===== config.mk =====
export PLATFORM = sky130hd
export DESIGN_NAME = pst_core_regs
export DESIGN_NICKNAME = d
export VERILOG_FILES = /design/src/design/pst_pkg.sv /design/src/design/pst_stack_if.sv /design/src/design/pst_call_stack.sv /design/src/design/pst_core_regs.sv
export SDC_FILE = /design/constraint.sdc
export NUM_CORES = 1
export LEC_CHECK = 0
export CAP_MARGIN = 40
export CORE_MARGIN = 10
export CORE_UTILIZATION = 50
export CTS_BUF_LIST = sky130_fd_sc_hd__clkbuf_4 sky130_fd_sc_hd__clkbuf_8
export DETAILED_ROUTE_END_ITERATION = 8
export DONT_BUFFER_PORTS = 1
export GPL_TIMING_DRIVEN = 0
export PLACE_DENSITY = 0.67
export SKIP_CTS_REPAIR_TIMING = 1
export SLEW_MARGIN = 30
export SYNTH_ARGS = -nofsm -noshare
export SYNTH_HDL_FRONTEND = slang
export SYNTH_SLANG_ARGS = --single-unit

===== constraint.sdc =====
create_clock -name i_sys_clk -period 4.4 [get_ports i_sys_clk]
set_input_delay 0.22 -clock i_sys_clk [delete_from_list [all_inputs] [get_ports i_sys_clk]]
set_output_delay 0.22 -clock i_sys_clk [all_outputs]
set_load 0.05 [all_outputs]

===== src/design/pst_pkg.sv =====
package pst_pkg;

    // ----------------------------------------
    // Register offsets, bank 0
    // ----------------------------------------
    localparam logic [7:0] PST_OFS_TBL_HIGH  = 8'h82;
    localparam logic [7:0] PST_OFS_LOC       = 8'h83;
    localparam logic [7:0] PST_OFS_BANK      = 8'h84;
    localparam logic [7:0] PST_OFS_STK_PTR   = 8'hdf;
    localparam logic [7:0] PST_OFS_STK_FIRST = 8'hf0;
    localparam logic [7:0] PST_OFS_STK_LAST  = 8'hf7;
    localparam logic [7:0] PST_IMM_LO        = 8'h80;
    localparam logic [7:0] PST_IMM_HI        = 8'h87;
    localparam logic [7:0] PST_BANK0         = 8'h00;

    // ----------------------------------------
    // Field positions and widths
    // ----------------------------------------
    localparam int PST_GIE_BIT  = 7;
    localparam int PST_PC_W     = 10;
    localparam int PST_STK_LVLS = 4;

    // ----------------------------------------
    // Values after reset
    // ----------------------------------------
    localparam logic [1:0]  PST_STK_PTR_RST = 2'h3;
    localparam logic        PST_GIE_RST     = 1'b0;
    localparam logic [9:0]  PST_PC_RST      = 10'h000;
    localparam logic [7:0]  PST_WREG_RST    = 8'h00;
    localparam logic [15:0] PST_ADDR_RST    = 16'h0000;

    // ----------------------------------------
    // Modes and states
    // ----------------------------------------
    typedef enum logic [1:0] {
        PST_MODE_IMM = 2'h0,
        PST_MODE_DIR = 2'h1,
        PST_MODE_IND = 2'h2
    } pst_mode_t;

    typedef enum logic [2:0] {
        PST_ST_IDLE   = 3'b001,
        PST_ST_RAM_RD = 3'b010,
        PST_ST_ROM_RD = 3'b100
    } pst_state_t;

endpackage


===== src/design/pst_stack_if.sv =====
`timescale 1ns/1ps
interface pst_stack_if;
    logic       push;
    logic       pop;
    logic [9:0] push_pc;
    logic       wr_en;
    logic [7:0] wr_addr;
    logic [7:0] wr_data;
    logic [7:0] rd_addr;
    logic [7:0] rd_data;
    logic [9:0] pop_pc;
    logic       pop_valid;
    logic       global_irq_enable;

    modport stack (
        input  push, pop, push_pc, wr_en, wr_addr, wr_data, rd_addr,
        output rd_data, pop_pc, pop_valid, global_irq_enable
    );
    modport core (
        output push, pop, push_pc, wr_en, wr_addr, wr_data, rd_addr,
        input  rd_data, pop_pc, pop_valid, global_irq_enable
    );
endinterface


===== src/design/pst_call_stack.sv =====
`timescale 1ns/1ps
module pst_call_stack
    import pst_pkg::*;
(
    // Clock and reset
    input  wire logic     i_sys_clk,
    input  wire logic     i_rst,
    // Core side
    pst_stack_if.stack    sif
);

    typedef struct packed {
        logic [PST_STK_LVLS-1:0][PST_PC_W-1:0] entry;
        logic [1:0]                            ptr;
        logic                                  global_irq_enable;
        logic [PST_PC_W-1:0]                   pop_pc;
        logic                                  pop_valid;
    } pst_stk_state_t;

    pst_stk_state_t cur_ff;
    pst_stk_state_t nxt_st;

    // ----------------------------------------
    // Next state
    // ----------------------------------------
    always_comb begin
        logic [1:0] pop_idx;
        logic [1:0] wr_idx;
        pop_idx          = ~(cur_ff.ptr + 2'h1);
        wr_idx           = sif.wr_addr[2:1];
        nxt_st           = cur_ff;
        nxt_st.pop_valid = 1'b0;
        // Hardware push/pop outrank a software write in the same cycle
        if (sif.push) begin
            nxt_st.entry[~cur_ff.ptr] = sif.push_pc;
            nxt_st.ptr                = cur_ff.ptr - 2'h1;
        end else if (sif.pop) begin
            nxt_st.ptr       = cur_ff.ptr + 2'h1;
            nxt_st.pop_pc    = cur_ff.entry[pop_idx];
            nxt_st.pop_valid = 1'b1;
        end else if (sif.wr_en) begin
            if (sif.wr_addr == PST_OFS_STK_PTR) begin
                nxt_st.global_irq_enable = sif.wr_data[PST_GIE_BIT];
                nxt_st.ptr = sif.wr_data[1:0];
            end else if (sif.wr_addr >= PST_OFS_STK_FIRST && sif.wr_addr <= PST_OFS_STK_LAST) begin
                if (sif.wr_addr[0]) begin
                    nxt_st.entry[wr_idx][9:8] = sif.wr_data[1:0];
                end else begin
                    nxt_st.entry[wr_idx][7:0] = sif.wr_data;
                end
            end
        end
    end

    // ----------------------------------------
    // Read decode
    // ----------------------------------------
    always_comb begin
        logic [1:0] rd_idx;
        rd_idx      = sif.rd_addr[2:1];
        sif.rd_data = 8'h00;
        if (sif.rd_addr == PST_OFS_STK_PTR) begin
            sif.rd_data = {cur_ff.global_irq_enable, 5'h00, cur_ff.ptr};
        end else if (sif.rd_addr >= PST_OFS_STK_FIRST && sif.rd_addr <= PST_OFS_STK_LAST) begin
            if (sif.rd_addr[0]) begin
                sif.rd_data = {6'h00, cur_ff.entry[rd_idx][9:8]};
            end else begin
                sif.rd_data = cur_ff.entry[rd_idx][7:0];
            end
        end
    end

    always_ff @(posedge i_sys_clk or posedge i_rst) begin
        if (i_rst) begin
            cur_ff.entry     <= '0;
            cur_ff.ptr       <= PST_STK_PTR_RST;
            cur_ff.global_irq_enable       <= PST_GIE_RST;
            cur_ff.pop_pc    <= PST_PC_RST;
            cur_ff.pop_valid <= 1'b0;
        end else begin
            cur_ff <= nxt_st;
        end
    end

    assign sif.pop_pc    = cur_ff.pop_pc;
    assign sif.pop_valid = cur_ff.pop_valid;
    assign sif.global_irq_enable       = cur_ff.global_irq_enable;

endmodule


===== src/design/pst_core_regs.sv =====
`timescale 1ns/1ps
module pst_core_regs
    import pst_pkg::*;
(
    // Clock and reset
    input  wire logic        i_sys_clk,
    input  wire logic        i_rst,

    // Move operation from the sequencer
    input  wire logic        i_mv_valid,
    input  wire logic [1:0]  i_mv_mode,
    input  wire logic        i_mv_to_acc,
    input  wire logic [7:0]  i_mv_addr,
    input  wire logic [7:0]  i_mv_literal,
    input  wire logic [7:0]  i_accumulator,

    // Table read
    input  wire logic        i_rom_table_read,
    input  wire logic [15:0] i_rom_data,
    input  wire logic        i_rom_valid,
    output logic      [15:0] o_rom_addr,
    output logic             o_rom_re,

    // Data RAM
    input  wire logic [7:0]  i_ram_rdata,
    output logic      [15:0] o_ram_addr,
    output logic      [7:0]  o_ram_wdata,
    output logic             o_ram_we,
    output logic             o_ram_re,

    // Accumulator load
    output logic      [7:0]  o_accumulator,
    output logic             o_acc_we,

    // Return stack
    input  wire logic        i_stk_push,
    input  wire logic        i_stk_pop,
    input  wire logic [9:0]  i_program_counter,
    output logic      [9:0]  o_pc_restore,
    output logic             o_pc_restore_valid,

    // Status
    output logic             o_global_irq_enable,
    output logic             o_busy
);

    // ----------------------------------------
    // State
    // ----------------------------------------
    typedef struct packed {
        pst_state_t  state;
        logic [7:0]  tbl_high;
        logic [7:0]  loc;
        logic [7:0]  bank;
        logic [7:0]  acc_data;
        logic        acc_we;
        logic [15:0] ram_addr;
        logic [7:0]  ram_wdata;
        logic        ram_we;
        logic        ram_re;
        logic [15:0] rom_addr;
        logic        rom_re;
    } pst_core_state_t;

    pst_core_state_t cur_ff;
    pst_core_state_t nxt_st;

    pst_stack_if sif ();

    pst_call_stack u_stack (
        .i_sys_clk (i_sys_clk),
        .i_rst     (i_rst),
        .sif       (sif)
    );

    // ----------------------------------------
    // Operand decode
    // ----------------------------------------
    pst_mode_t   mode;
    logic        take_mv;
    logic        take_tr;
    logic [15:0] op_addr;
    logic        op_bank0;
    logic        op_is_wreg;
    logic        op_is_stack;
    logic        op_internal;
    logic        imm_in_range;
    logic        wr_allowed;
    logic [7:0]  wr_value;
    logic [7:0]  int_rd_value;

    assign mode    = pst_mode_t'(i_mv_mode);
    assign take_mv = i_mv_valid && (cur_ff.state == PST_ST_IDLE);
    // A move and a table read in one cycle: the move is taken, the table read is not
    assign take_tr = i_rom_table_read && !i_mv_valid && (cur_ff.state == PST_ST_IDLE);

    always_comb begin
        case (mode)
            PST_MODE_IND: op_addr = {cur_ff.bank, cur_ff.loc};
            default:      op_addr = {PST_BANK0, i_mv_addr};
        endcase
    end

    assign op_bank0     = (op_addr[15:8] == PST_BANK0);
    assign op_is_wreg   = (op_addr[7:0] == PST_OFS_TBL_HIGH) ||
                          (op_addr[7:0] == PST_OFS_LOC) ||
                          (op_addr[7:0] == PST_OFS_BANK);
    assign op_is_stack  = (op_addr[7:0] == PST_OFS_STK_PTR) ||
                          (op_addr[7:0] >= PST_OFS_STK_FIRST && op_addr[7:0] <= PST_OFS_STK_LAST);
    assign op_internal  = op_bank0 && (op_is_wreg || op_is_stack);
    assign imm_in_range = (i_mv_addr >= PST_IMM_LO) && (i_mv_addr <= PST_IMM_HI);

    // Immediate stores outside the working range are dropped silently
    assign wr_allowed = (mode == PST_MODE_IMM) ? imm_in_range : 1'b1;
    assign wr_value   = (mode == PST_MODE_IMM) ? i_mv_literal : i_accumulator;

    always_comb begin
        case (op_addr[7:0])
            PST_OFS_TBL_HIGH: int_rd_value = cur_ff.tbl_high;
            PST_OFS_LOC:      int_rd_value = cur_ff.loc;
            PST_OFS_BANK:     int_rd_value = cur_ff.bank;
            default:          int_rd_value = sif.rd_data;
        endcase
    end

    // ----------------------------------------
    // Stack connections
    // ----------------------------------------
    assign sif.push    = i_stk_push;
    assign sif.pop     = i_stk_pop;
    assign sif.push_pc = i_program_counter;
    assign sif.rd_addr = op_addr[7:0];
    assign sif.wr_addr = op_addr[7:0];
    assign sif.wr_data = wr_value;
    assign sif.wr_en   = take_mv && !i_mv_to_acc && wr_allowed && op_bank0 && op_is_stack;

    // ----------------------------------------
    // Next state
    // ----------------------------------------
    always_comb begin
        nxt_st        = cur_ff;
        nxt_st.acc_we = 1'b0;
        nxt_st.ram_we = 1'b0;
        nxt_st.ram_re = 1'b0;
        nxt_st.rom_re = 1'b0;
        case (cur_ff.state)
            PST_ST_IDLE: begin
                if (take_mv) begin
                    if (i_mv_to_acc) begin
                        if (mode == PST_MODE_IMM) begin
                            nxt_st.acc_data = i_mv_literal;
                            nxt_st.acc_we   = 1'b1;
                        end else if (op_internal) begin
                            nxt_st.acc_data = int_rd_value;
                            nxt_st.acc_we   = 1'b1;
                        end else begin
                            // External RAM answers in the same cycle as the strobe; the data is sampled at its end
                            nxt_st.ram_addr = op_addr;
                            nxt_st.ram_re   = 1'b1;
                            nxt_st.state    = PST_ST_RAM_RD;
                        end
                    end else if (wr_allowed) begin
                        if (op_internal) begin
                            if (op_addr[7:0] == PST_OFS_TBL_HIGH) begin
                                nxt_st.tbl_high = wr_value;
                            end
                            if (op_addr[7:0] == PST_OFS_LOC) begin
                                nxt_st.loc = wr_value;
                            end
                            if (op_addr[7:0] == PST_OFS_BANK) begin
                                nxt_st.bank = wr_value;
                            end
                        end else begin
                            nxt_st.ram_addr  = op_addr;
                            nxt_st.ram_wdata = wr_value;
                            nxt_st.ram_we    = 1'b1;
                        end
                    end
                end else if (take_tr) begin
                    nxt_st.rom_addr = {cur_ff.bank, cur_ff.loc};
                    nxt_st.rom_re   = 1'b1;
                    nxt_st.state    = PST_ST_ROM_RD;
                end
            end
            PST_ST_RAM_RD: begin
                nxt_st.acc_data = i_ram_rdata;
                nxt_st.acc_we   = 1'b1;
                nxt_st.state    = PST_ST_IDLE;
            end
            PST_ST_ROM_RD: begin
                // Waits as long as program memory needs
                if (i_rom_valid) begin
                    nxt_st.tbl_high = i_rom_data[15:8];
                    nxt_st.acc_data = i_rom_data[7:0];
                    nxt_st.acc_we   = 1'b1;
                    nxt_st.state    = PST_ST_IDLE;
                end
            end
            default: begin
                nxt_st.state = PST_ST_IDLE;
            end
        endcase
    end

    // ----------------------------------------
    // Registers
    // ----------------------------------------
    // Working registers have no defined reset value; zero is used
    always_ff @(posedge i_sys_clk or posedge i_rst) begin
        if (i_rst) begin
            cur_ff.state     <= PST_ST_IDLE;
            cur_ff.tbl_high  <= PST_WREG_RST;
            cur_ff.loc       <= PST_WREG_RST;
            cur_ff.bank      <= PST_WREG_RST;
            cur_ff.acc_data  <= PST_WREG_RST;
            cur_ff.acc_we    <= 1'b0;
            cur_ff.ram_addr  <= PST_ADDR_RST;
            cur_ff.ram_wdata <= PST_WREG_RST;
            cur_ff.ram_we    <= 1'b0;
            cur_ff.ram_re    <= 1'b0;
            cur_ff.rom_addr  <= PST_ADDR_RST;
            cur_ff.rom_re    <= 1'b0;
        end else begin
            cur_ff <= nxt_st;
        end
    end

    // ----------------------------------------
    // Outputs
    // ----------------------------------------
    assign o_rom_addr          = cur_ff.rom_addr;
    assign o_rom_re            = cur_ff.rom_re;
    assign o_ram_addr          = cur_ff.ram_addr;
    assign o_ram_wdata         = cur_ff.ram_wdata;
    assign o_ram_we            = cur_ff.ram_we;
    assign o_ram_re            = cur_ff.ram_re;
    assign o_accumulator       = cur_ff.acc_data;
    assign o_acc_we            = cur_ff.acc_we;
    assign o_pc_restore        = sif.pop_pc;
    assign o_pc_restore_valid  = sif.pop_valid;
    assign o_global_irq_enable = sif.global_irq_enable;
    assign o_busy              = (cur_ff.state != PST_ST_IDLE);

endmodule


# Word level (Yosys, flattened, before mapping)

Index checks and enable logic that the tools add are counted.

Output and inout port bits: 65
Word-level logic and storage cells: 163
Bits of input ports: 68
Register bits after elaboration: 133

Reductions and logical operators: 39
Magnitude comparators: 9
Equality and inequality tests: 24
$add $sub $neg: 2
Muxes and demuxes: 62
Bitwise gates (word level): 7

Operators with widths:

| kind               | number |
|---|---|
| $mux 40            | 4 |
| $bwmux 40          | 3 |
| $mux 24            | 3 |
| $mux 16            | 4 |
| $mux 8             | 8 |
| $demux 10 s2       | 3 |
| $mux 59            | 1 |
| $mux 25            | 2 |
| $mux 9             | 5 |
| $mux 43            | 1 |
| $mux 42            | 1 |
| $bmux 10 s2        | 2 |
| $mux 10            | 4 |
| $mux 17            | 2 |
| $eq 8x8->1 const B | 4 |
| $pmux 9 s3         | 1 |
| $pmux 8 s3         | 1 |
| $reduce_and 5->1   | 4 |
| $mux 19            | 1 |
| $mux 3             | 6 |
| $ne 2x2->1 const B | 9 |
| $ge 8x8->1 const B | 2 |
| $le 8x8->1 const B | 2 |
| $pmux 8 s2         | 1 |
| other kinds (30)   | 69 |

# Logic depth before layout (Yosys ltp)

Gate-level depths: netlist (run 1).

Word-level depth: 13
Gate-level depth with buffers: 11
Mapped depth without buffers: 7

# Cells and area by module

A second synthesis (run 1) with hierarchy kept.

Cells, all modules: 754
Area, all modules: 7911.3 sq um

By module, submodules not included:

| module         | times used | cells an instance | area an instance (sq um) |
|---|---|---|---|
| pst_core_regs  | 1          | 479               | 4486.8 |
| pst_call_stack | 1          | 275               | 3424.5 |

# Least setup slack after synthesis (run 1)

OpenSTA, ideal clock, no wires.

Kind: reg2reg
Start point: register u_stack.cur_ff[12] in the netlist's numbering
End point: register, netlist name u_stack.sif.pop_pc[3]
Arrival time: 2.621 ns
Stages on the path, launching flop included: 7
Data required time: 4.275 ns
Library setup time: 0.125 ns
Setup slack: 1.655 ns
Cell sequence: dfstp_2 > clkbuf_1 > inv_1 > ha_1 > buf_1 > mux4_2 > mux2_2

Longest elaborated chain between the ends: 4

Ends and longest elaborated chain:

| item                          | line                 | RTL |
|---|---|---|
| start, declared               | pst_call_stack.sv:20 | `pst_stk_state_t cur_ff;` |
| start signal, assigned        | pst_call_stack.sv:81 | `cur_ff <= nxt_st;` |
| $add 2x1->2                   | pst_call_stack.sv:29 | `pop_idx = ~(cur_ff.ptr + 2'h1);` |
| $not 2->2                     | pst_call_stack.sv:29 |  |
| $bmux 10 s2                   | pst_call_stack.sv:39 | `nxt_st.pop_pc = cur_ff.entry[pop_idx];` |
| $mux 10 (not written as such) | pst_call_stack.sv:39 |  |

No other way between the ends. The select of a mux whose other input is x is not followed.
A chain may end at the register's enable or synchronous reset.

# Worst setup path after layout (run 1)

Start point: register cur_ff[61] in the netlist's numbering
End point: register cur_ff (netlist bit o_accumulator[0])

Longest elaborated chain between the ends: 12
Elaborated cells on any way between the ends: 26

Ends and longest elaborated chain:

| item                                                | line                 | RTL |
|---|---|---|
| start, declared                                     | pst_core_regs.sv:65  | `pst_core_state_t cur_ff;` |
| start signal, assigned                              | pst_core_regs.sv:224 | `cur_ff <= nxt_st;` |
| $mux 16 (*)                                         | pst_core_regs.sv:98  | `case (mode)` |
| branches (longest 11 deep; another with $ge 8x8->1) | n/a                  |  |

Every way passes the cells marked *. The select of a mux whose other input is x is not followed.

==> results.json, run 1 <==
{
  "status": "complete, but fails checks",
  "violations": "negative hold slack",
  "dieWidth_um": 145.1,
  "syn_area_um2": 7824,
  "num_io_pins": 133,
  "nFillCells": 1376,
  "slowest_delay_ns": 0.81,
  "syn_nets": 866,
  "yosys_warnings": 0,
  "die_h_um": 145.1,
  "slowest_stage": "a2111oi_0",
  "path_buf_inv": 1,
  "drv_slew": 0,
  "cts_buffer_depth": 2,
  "synthToLayoutAreaGrowth_pct": 12.49,
  "antenna_found_initial": 0,
  "grt_overflow_total": 0,
  "drt-pass1-iter-count": 7,
  "yosys.area_share.simple_pct": 16.54,
  "critPathLaunch": "cur_ff[61]$_DFFE_PP0P_",
  "leakage_nw": 3.984,
  "async_reset_ff_share_pct": 100.0,
  "synthFlopType": "dfrtp_1",
  "synth-compound-area-share_pct": 17.06,
  "timing.fmax_mhz": 281.3,
  "cts_num_sinks": 133,
  "crit_path_cell_trace": "clkbuf_1 > and4bb_2 > a31oi_1 > o22ai_1 > a2111oi_0 > a2111oi_0 > a2111oi_0 > nand2b_1",
  "syn_avg_cell_area_um2": 9.854,
  "hold_path_class": "primary input to flop",
  "synthXorXnorAreaFrac_pct": 0,
  "cts_buffers": 17,
  "final-hold-violation-count": 3,
  "grt_pass1_wl_mm": 39.28,
  "maxCapViolations": 0,
  "hold_ws_ns": -0.01972,
  "grt_pass1_vias": 6371,
  "crit_type": "flop to flop",
  "via_count": 6593,
  "tns_ns": 0,
  "min_from": "i_rom_data[4]",
  "synth_top_family_by_area": "compound AO/OA/AOI/OAI gates",
  "track_usage_pct": 23.82,
  "path_clk_slew_ns": 0.08,
  "first_iter_violations": 684,
  "ys_ff_latch": 133,
  "muxShareOfSynthArea_pct": 14.66,
  "fin_skew_ns": 0.01261,
  "grt_setup_unrepaired": "false",
  "final.period_utilization_pct": 80.79,
  "ys_seq_area_share_pct": 42.59,
  "cts_tree": "built",
  "fin_nets": 916,
  "final_util_pct": 57.68,
  "ir_drop_uv": 353.4,
  "end_kind": "flop",
  "viasPerCell": 6.173,
  "p_per_area_nw_per_um2": 490.6,
  "synth_adder_area_share_pct": 0.6397,
  "worst_setup_path_start_kind": "flop",
  "worstPathRequired_ns": 4.80,
  "start_util_pct": 51.28,
  "core_um2": 15260,
  "postSynthCellCount": 794,
  "die_area_um2": 21050,
  "worstPathArrival_ns": 3.96,
  "worstSkewPairLatency_ns": 0.46,
  "crit_fanout": 10,
  "wl_per_cell_um": 24.43,
  "dp_hpwl_mm": 19.35,
  "gp_congestion": 0.9368,
  "worstReg2RegStart": "cur_ff[61]$_DFFE_PP0P_",
  "cp_top_family": "compound AO/OA/AOI/OAI gates",
  "max_slew_margin_pct": 40.07,
  "grt_max_degree": 93,
  "drt_wl_total_mm": 26.09,
  "fin_crit_ns": 3.555,
  "ant_nets": 0,
  "drc": 0,
  "worstMarginPinSlew_ns": 0.8762,
  "crit_top_cell": "a2111oi_0",
  "root_buffer": "clkbuf_8",
  "h-tree-depth": 4,
  "num_rows": 45,
  "ys_types": 78,
  "drive_gt1_share_pct": 25.09,
  "antenna_cells": 0,
  "synth_edf_count": 0,
  "setup_violations": 0,
  "numPortBuffers": 0
}
==> synth_stat cells (3+ instances only) <==
library cell    n  area, µm²
nand2_1       159      596.8
dfrtp_1       130       3253
o21ai_0        63      315.3
buf_4          60      450.4
nor2_1         48      180.2
a21oi_1        32      160.2
mux2_2         28      315.3
mux2_4         26      390.4
clkbuf_1       19      71.32
mux4_2         14      315.3
nand3_1        14      70.07
or2_2          11      68.82
a222oi_1       10      100.1
inv_1          10      37.54
a2bb2oi_1       9      78.83
mux2i_1         9      90.09
a31oi_1         8      50.05
nand2b_1        7      43.79
a2111oi_0       6      52.55
a21boi_0        6      45.04
a22oi_1         6      45.04
and2_1          6      37.54
a211o_1         5      43.79
a211oi_1        5      37.54
and3_1          5      31.28
buf_2           5      25.02
o31a_1          5      43.79
buf_6           4      45.04
ha_1            4      50.05
nor3_1          4      20.02
o22ai_1         4      25.02
a211oi_2        3      37.54
a32o_1          3      30.03
and4bb_2        3      37.54
dfstp_2         3      78.83
nor2b_1         3      18.77
nor3b_1         3      22.52
o211a_1         3      30.03
==> final cells by class <==
class | count | area [µm²] | share of cell area, %
inverters | 11 | 48.80 | 0.5544
well taps | 211 | 264.0 | 3.000
plain buffers | 93 | 624.3 | 7.094
multi-input cells | 557 | 3839 | 43.62
repair buffers | 31 | 307.8 | 3.497
flip-flops and latches | 133 | 3332 | 37.86
clock buffers | 25 | 312.8 | 3.554
clock inverters | 7 | 72.57 | 0.8246
==> worst paths after layout <==
kind / depth (start not counted) / endpoint / slack [ns]
worst min register to register: 2 / o_rom_addr[13]$_DFFE_PP0P_ / 0.48
max in group asynchronous: 3 / u_stack.cur_ff[19]$_DFFE_PP0P_ / 3.39
worst max register to register: 8 / o_accumulator[0]$_DFFE_PP0P_ / 0.85
worst min-delay path: 2 / o_accumulator[4]$_DFFE_PP0P_ / -0.02
worst max-delay path: 8 / o_accumulator[0]$_DFFE_PP0P_ / 0.85
min in group asynchronous: 2 / o_ram_wdata[2]$_DFFE_PP0P_ / 0.24
==> kinds of logic (layout without fill, tap and decap cells) <==
kind of cell | count (synthesis) | count (layout)
buf+inv | 104 | 167
flops | 133 | 133
compound gates | 192 | 192
mux | 79 | 79
simple gates | 282 | 282
fa+ha+maj | 4 | 4
==> worst register-to-register path, stage by stage (launching register included) <==
cell       delay (ns)
dfrtp_1          0.37
clkbuf_1         0.28
and4bb_2         0.35
a31oi_1          0.57
o22ai_1          0.18
a2111oi_0        0.81
a2111oi_0        0.18
a2111oi_0        0.59
nand2b_1         0.18
==> through the flow <==
stage	setup WS (ns)	area (µm²)	instances	total power, mW
floorplan	0.6306	7824	794	2.956
global placement	-0.6163	8088	1005	3.217
detailed placement	1.077	8175	1012	3.274
CTS	1.029	8561	1044	4.276
global route	0.7015	8801	1068	4.501
finish	0.8454	8801	1068	4.318
==> layout by cell type, fill, tap and decap left out, drive strengths merged, types with 5 or more instances in the layout <==
| master | synthesis | final |
|---|---|---|
| nand3 | 14 | 14 |
| o21ai | 66 | 66 |
| mux2i | 11 | 11 |
| a22oi | 7 | 7 |
| a31oi | 9 | 9 |
| nand2 | 161 | 161 |
| and3 | 5 | 5 |
| clkinv | 1 | 5 |
| a211o | 5 | 5 |
| clkbuf | 21 | 46 |
| dlygate4sd3 | 0 | 24 |
| nor2 | 48 | 48 |
| and2 | 6 | 6 |
| a211oi | 8 | 8 |
| buf | 72 | 79 |
| a2bb2oi | 9 | 9 |
| o31a | 5 | 5 |
| or2 | 11 | 11 |
| mux4 | 14 | 14 |
| a2111oi | 6 | 6 |
| nand2b | 8 | 8 |
| dfrtp | 130 | 130 |
| a222oi | 10 | 10 |
| nor3b | 5 | 5 |
| a21oi | 32 | 32 |
| inv | 10 | 10 |
| mux2 | 54 | 54 |
| a21boi | 8 | 8 |
==> per-layer routing <==
metal  track usage, %  wire (µm)  vias up
li1                 -          -     2898
met1            32.10      11320     3307
met2            35.88      11770      335
met3            7.265       2392       53
met4            7.533        603        0
met5                0          0        -
==> sequential cells by signal, summed over array words and instances (netlist names) <==
register	flops
cur_ff	27
o_acc_we	1
o_accumulator	8
o_ram_addr	16
o_ram_re	1
o_ram_wdata	8
o_ram_we	1
o_rom_addr	16
o_rom_re	1
u_stack.cur_ff	42
u_stack.sif.global_irq_enable	1
u_stack.sif.pop_pc	10
u_stack.sif.pop_valid	1
==> power breakdown <==
group | leakage (nW) | total [mW] | switching [mW] | internal [mW]
Sequential | 1.77 | 1.72 | 0.225 | 1.49
Clock | 0.197 | 1.01 | 0.490 | 0.523
Combinational | 2.02 | 1.59 | 0.986 | 0.599
Total | 3.98 | 4.32 | 1.70 | 2.62
No activity file was read; power rests on OpenSTA's default activity.
==> run 2: changes to the inputs <==
--- a/config.mk
+++ b/config.mk
@@ -12,7 +12,7 @@
 export DETAILED_ROUTE_END_ITERATION = 8
 export DONT_BUFFER_PORTS = 1
 export GPL_TIMING_DRIVEN = 0
-export PLACE_DENSITY = 0.67
+export PLACE_DENSITY = 0.7
 export SKIP_CTS_REPAIR_TIMING = 1
 export SLEW_MARGIN = 30
 export SYNTH_ARGS = -nofsm -noshare
==> constraint.sdc (replaced) <==
create_clock -name i_sys_clk -period 3 [get_ports i_sys_clk]
set_input_delay 0.15 -clock i_sys_clk [delete_from_list [all_inputs] [get_ports i_sys_clk]]
set_output_delay 0.15 -clock i_sys_clk [all_outputs]
set_load 0.05 [all_outputs]
==> results.json, run 2 (synthesized netlist as in run 1, its figures left out) <==
{
  "h-tree-depth": 4,
  "root_buffer": "clkbuf_8",
  "hold_path_class": "primary input to flop",
  "crit_fanout": 10,
  "drt_wl_total_mm": 25.96,
  "final_cell_area_um2": 9149,
  "fin_nets": 938,
  "wl_per_cell_um": 23.81,
  "num_rows": 45,
  "ir_drop_uv": 344.0,
  "maxCapViolations": 0,
  "grt_pass1_vias": 6502,
  "num_io_pins": 133,
  "path_clk_slew_ns": 0.08,
  "top_regs": "u_stack.cur_ff x42, cur_ff x27",
  "cts_num_sinks": 133,
  "setup_violations": 0,
  "reg2reg_slack_ns": 0.16,
  "whs_path_depth": 3,
  "status": "complete, but fails checks",
  "fin_skew_ns": 0.01150,
  "drive_gt1_share_pct": 26.17,
  "dp_slack_ns": -0.4237,
  "grt_overflow_total": 0,
  "first_iter_violations": 818,
  "rr_endpoint": "u_stack.sif.pop_pc[1]$_DFFE_PP0P_",
  "post_dp_cell_area_um2": 8279,
  "end_kind": "flop",
  "numPortBuffers": 0,
  "worst_setup_path_start_kind": "flop",
  "drc": 1,
  "worstPathRequired_ns": 3.33,
  "grt_pass1_wl_mm": 39.25,
  "regMostFlops": "u_stack.cur_ff",
  "synthToLayoutAreaGrowth_pct": 16.94,
  "r2r_cells": 6,
  "hold_ws_ns": -0.03697,
  "timing.fmax_mhz": 352.2,
  "worstSkewPairLatency_ns": 0.45,
  "antenna_cells": 0,
  "grt_max_degree": 28,
  "dieWidth_um": 145.1,
  "via_count": 6734,
  "drv_slew": 0,
  "antenna_found_initial": 1,
  "worstReg2RegStart": "u_stack.cur_ff[12]$_DFFE_PP1P_",
  "p_per_area_nw_per_um2": 701.3,
  "start_util_pct": 51.28,
  "cts_buffers": 17,
  "min_from": "i_program_counter[3]",
  "dp_hpwl_mm": 19.42,
  "largest_reg_flops": 42,
  "grt_setup_unrepaired": "false",
  "final.period_utilization_pct": 94.65,
  "worstPathArrival_ns": 3.17,
  "violations": "design-rule violations, negative hold slack",
  "ant_nets": 0,
  "die_h_um": 145.1,
  "cts_tree": "built",
  "final_util_pct": 59.96,
  "crit_type": "flop to flop",
  "cts_buffer_depth": 2,
  "worstMarginPinSlew_ns": 0.8108,
  "leakage_nw": 4.126,
  "gp_congestion": 0.9508,
  "die_area_um2": 21050,
  "drt-pass1-iter-count": 9,
  "final_cell_mix": "159 x nand2_1, 129 x dfrtp_1, 65 x buf_4, 63 x o21ai_0, 48 x nor2_1",
  "worst_slack_ns": 0.1606,
  "viasPerCell": 6.178,
  "track_usage_pct": 23.61,
  "max_slew_margin_pct": 45.83,
  "final-hold-violation-count": 5,
  "hold_end": "u_stack.cur_ff[17]$_DFFE_PP0P_",
  "tns_ns": 0,
  "fin_crit_ns": 2.839,
  "core_um2": 15260,
  "final_common_cell": "nand2_1"
}
==> run 2: changes by cell type in the layout (fill, tap and decap cells not counted), moves of 3 or more <==
cell	before	now
clkbuf_8	20	17
dlygate4sd3_1	24	40
clkinv_2	2	5
a2111oi_0	6	2
buf_12	0	4
buf_4	62	65
==> run 2: area by class of cell <==
cell class | instances | area [µm²]
Fill cell | 1273 | 6110
Multi-Input combinational cell | 557 | 3876
Sequential cell | 133 | 3333
Buffer | 91 | 620.6
Timing Repair Buffer | 55 | 604.3
Tap cell | 211 | 264.0
Clock buffer | 19 | 249.0
Clock inverter | 13 | 156.4
Inverter | 11 | 45.04
==> run 2: power breakdown <==
part | leakage, nW | total, mW | switching (mW) | internal (mW)
logic | 2.16 | 2.35 | 1.46 | 0.890
clock network | 0.206 | 1.56 | 0.719 | 0.836
registers | 1.76 | 2.51 | 0.319 | 2.19
total | 4.13 | 6.42 | 2.50 | 3.92
==> run 2: per-stage QoR <==
stage / cells / power [mW]
after floorplan: 794 / 4.336
after global placement: 1005 / 4.710
after detailed placement: 1019 / 4.807
after CTS: 1051 / 6.368
after global routing: 1090 / 6.698
final: 1090 / 6.416
==> run 2: layer usage <==
layer	vias up	GRT usage, %	part of all wire, %
met5	-	0	0.077
met3	72	6.861	11
met1	3291	32.34	42
met4	2	10.06	3.5
met2	427	34.03	44
li1	2942	-	-
==> run 2: critical path, stage by stage (launching register included) <==
cell and delay, ns:
dfstp_2 0.70, clkbuf_4 0.33, inv_1 0.12, ha_1 0.54
buf_6 0.22, mux4_2 0.53, mux2_2 0.27
==> run 2: how the worst max path moves through the flow <==
stage                                         from                                 to  slack (ns)  depth (start not counted)
CTS                 u_stack.cur_ff[12]$_DFFE_PP1P_  u_stack.sif.pop_pc[1]$_DFFE_PP0P_       -0.45                          7
global placement    u_stack.cur_ff[12]$_DFFE_PP1P_  u_stack.sif.pop_pc[1]$_DFFE_PP0P_       -0.64                          6
finish              u_stack.cur_ff[12]$_DFFE_PP1P_  u_stack.sif.pop_pc[1]$_DFFE_PP0P_        0.16                          6
global route                cur_ff[62]$_DFFE_PP0P_       o_accumulator[0]$_DFFE_PP0P_        0.01                          8
detailed placement  u_stack.cur_ff[12]$_DFFE_PP1P_  u_stack.sif.pop_pc[1]$_DFFE_PP0P_       -0.42                          7
floorplan           u_stack.cur_ff[12]$_DFFE_PP1P_  u_stack.sif.pop_pc[3]$_DFFE_PP0P_        0.25                          6
==> run 3: changes to the inputs <==
--- a/config.mk
+++ b/config.mk
@@ -5,6 +5,7 @@
 export SDC_FILE = /design/constraint.sdc
 export NUM_CORES = 1
 export LEC_CHECK = 0
+export ABC_AREA = 1
 export CAP_MARGIN = 40
 export CORE_MARGIN = 10
 export CORE_UTILIZATION = 50
@@ -12,7 +13,7 @@
 export DETAILED_ROUTE_END_ITERATION = 8
 export DONT_BUFFER_PORTS = 1
 export GPL_TIMING_DRIVEN = 0
-export PLACE_DENSITY = 0.7
+export PLACE_DENSITY = 0.76
 export SKIP_CTS_REPAIR_TIMING = 1
 export SLEW_MARGIN = 30
 export SYNTH_ARGS = -nofsm -noshare
==> results.json, run 3 <==
{
  "yosys-top-cells-area": "dfrtp_1 40%, nand2_1 16%, o21ai_0 6.6%",
  "worstMarginPinSlew_ns": 0.6170,
  "leakage_nw": 4.491,
  "fin_nets": 1246,
  "worst_slack_ns": 0.2546,
  "die_area_um2": 21540,
  "slowest_stage": "dfstp_2",
  "grt_pass1_vias": 6931,
  "num_rows": 46,
  "slowest_delay_ns": 0.54,
  "placedCellCount": 1335,
  "hold_end": "cur_ff[72]$_DFFE_PP0P_",
  "root_buffer": "clkbuf_8",
  "die_h_um": 146.8,
  "ys_ff_latch": 133,
  "path_buf_inv": 1,
  "worst_setup_path_start_kind": "flop",
  "hold_ws_ns": -0.05325,
  "r2r_cells": 13,
  "numPortBuffers": 0,
  "cts_buffers": 17,
  "worstSkewPairLatency_ns": 0.47,
  "core_um2": 15830,
  "cts_tree": "built",
  "final.period_utilization_pct": 91.51,
  "netlist.area_leader.share_pct": 40.49,
  "rr_endpoint": "u_stack.cur_ff[40]$_DFFE_PP0P_",
  "violations": "negative hold slack",
  "min_from": "i_rom_data[12]",
  "grt_pass1_wl_mm": 37.31,
  "synthToLayoutAreaGrowth_pct": 14.41,
  "status": "complete, but fails checks",
  "finalPower_mw": 7.737,
  "yosys_warnings": 0,
  "final_common_cell": "nand2_1",
  "ys_seq_area_share_pct": 41.47,
  "grt_max_degree": 31,
  "ys_types": 41,
  "syn_nets": 1186,
  "ys_top_cells_by_count": "332 x nand2_1, 130 x dfrtp_1, 112 x inv_1",
  "via_count": 7584,
  "synth.most_common_cell": "nand2_1",
  "fin_skew_ns": 0.01806,
  "synthFlopType": "dfrtp_1",
  "final_cell_mix": "332 x nand2_1, 130 x dfrtp_1, 111 x inv_1, 106 x o21ai_0, 80 x nor2_1",
  "syn_area_um2": 8034,
  "final-hold-violation-count": 9,
  "first_iter_violations": 985,
  "max_slew_margin_pct": 58.79,
  "gp_congestion": 0.9616,
  "h-tree-depth": 4,
  "postSynthCellCount": 1114,
  "track_usage_pct": 21.62,
  "crit_top_cell": "nand2_1",
  "p_per_area_nw_per_um2": 841.8,
  "hold_path_class": "primary input to flop",
  "viasPerCell": 5.406,
  "synth_edf_count": 0,
  "num_io_pins": 133,
  "dp_slack_ns": -0.2444,
  "top_regs": "u_stack.cur_ff x42, cur_ff x27",
  "drc": 0,
  "syn_avg_cell_area_um2": 7.212,
  "yosysTopAreaCell": "dfrtp_1",
  "drt_wl_total_mm": 24.73,
  "async_reset_ff_share_pct": 100.0,
  "wl_per_cell_um": 17.62,
  "antenna_found_initial": 1,
  "fin_crit_ns": 2.745,
  "fin_cells": 1403,
  "cts_buffer_depth": 2,
  "end_kind": "flop",
  "grt_overflow_total": 0,
  "cts_num_sinks": 133,
  "worstPathArrival_ns": 3.08,
  "largest_reg_flops": 42,
  "grt_setup_unrepaired": "false",
  "path_clk_slew_ns": 0.08,
  "dp_hpwl_mm": 18.67,
  "start_util_pct": 50.76,
  "timing.fmax_mhz": 364.2,
  "setup_violations": 0,
  "ir_drop_uv": 561.8,
  "dieWidth_um": 146.8,
  "ant_nets": 0,
  "crit_path_cell_trace": "inv_1 > nor3_4 > nand2_2 > nor2_1 > nand2_1 > nor2_4 > nand2_1 > nor2_2 > nand2_1 > nand2_1 > nor2_2 > nand2_1 > nand2_1",
  "cp_top_family": "simple AND/OR/NAND/NOR gates",
  "whs_path_depth": 4,
  "regMostFlops": "u_stack.cur_ff",
  "drive_gt1_share_pct": 14.25,
  "worstReg2RegStart": "cur_ff[76]$_DFFE_PP1P_",
  "drt-pass1-iter-count": 6,
  "drv_slew": 0,
  "reg2reg_slack_ns": 0.25,
  "crit_type": "flop to flop",
  "worstPathRequired_ns": 3.34,
  "crit_fanout": 9,
  "maxCapViolations": 0
}
run 3: cell count changes after synthesis, sizes merged, moves of 9 or more:
cell     delta
a222oi     -10
a2bb2oi     -9
inv       +105
mux2       -54
mux2i      -11
mux4       -14
nand2     +189
nand3      +64
nand4       +9
nor2       +51
o21ai      +96
or2        -11
run 3: cell families after synthesis:
| kind of cell | after synthesis | synth area share (%) |
|---|---|---|
| AO/OA/AOI/OAI | 222 | 15.20 |
| adder cells (fa/ha/maj) | 4 | 0.6230 |
| buffers and inverters | 209 | 12.94 |
| flip-flops | 133 | 41.47 |
| AND/OR/NAND/NOR | 546 | 29.76 |
run 3: how the worst max path moves through the flow:
stage,start,endpoint,slack (ns),cells past startpoint
finish,cur_ff[76]$_DFFE_PP1P_,u_stack.cur_ff[40]$_DFFE_PP0P_,0.25,13
global route,cur_ff[76]$_DFFE_PP1P_,u_stack.cur_ff[36]$_DFFE_PP0P_,0.04,13
CTS,u_stack.cur_ff[12]$_DFFE_PP1P_,u_stack.sif.pop_pc[8]$_DFFE_PP0P_,-0.27,7
detailed placement,u_stack.cur_ff[12]$_DFFE_PP1P_,u_stack.sif.pop_pc[8]$_DFFE_PP0P_,-0.24,7
global placement,u_stack.cur_ff[12]$_DFFE_PP1P_,u_stack.sif.pop_pc[8]$_DFFE_PP0P_,-0.05,7
floorplan,cur_ff[76]$_DFFE_PP1P_,cur_ff[68]$_DFFE_PP0P_,0.71,7
run 3: layer usage:
metal / global-route usage [%] / vias to the layer above / part of all wire [%]
met5: 0 / - / 0
met4: 8.108 / 0 / 3.3
met3: 5.006 / 67 / 7.1
met2: 33.63 / 337 / 47
met1: 28.67 / 3505 / 43
li1: - / 3675 / -
run 3: layout make-up:
type / count / area (µm²)
sequential: 133 / 3332
tap: 216 / 270.3
clock buffer: 20 / 269.0
fill: 1476 / 6636
inverter: 117 / 446.7
antenna: 1 / 2.502
timing repair buffer: 42 / 478.0
buffer: 91 / 598.1
clock inverter: 11 / 127.6
multi-input combinational: 772 / 3667
run 3: through the flow:
| step | instance area [µm²] | setup TNS, ns | utilization (%) | hold slack (ns) |
|---|---|---|---|---|
| 2_1_floorplan | 8038 | 0 | - | 0.2875 |
| 3_3_place_gp | 8308 | -0.1596 | 52.49 | 0.3283 |
| 3_5_place_dp | 8421 | -1.818 | 53.20 | -0.02665 |
| 4_1_cts | 8817 | -2.054 | 55.71 | -0.5279 |
| 5_1_grt | 9191 | 0 | 58.07 | 0.002584 |
| 6_report | 9191 | 0 | 58.07 | -0.05325 |
run 3: report_power, final:
group | internal, mW | leakage (nW) | switching [mW]
Sequential | 2.33 | 1.63 | 0.343
Combinational | 1.00 | 2.67 | 2.53
Clock | 0.789 | 0.195 | 0.747
run 3: tightest hold or removal path, delay by kind of cell:
| kind | cells | cell delay [ns] |
|---|---|---|
| AO/OA/AOI/OAI | 1 | 0.06 |
| AND/OR/NAND/NOR | 3 | 0.17 |
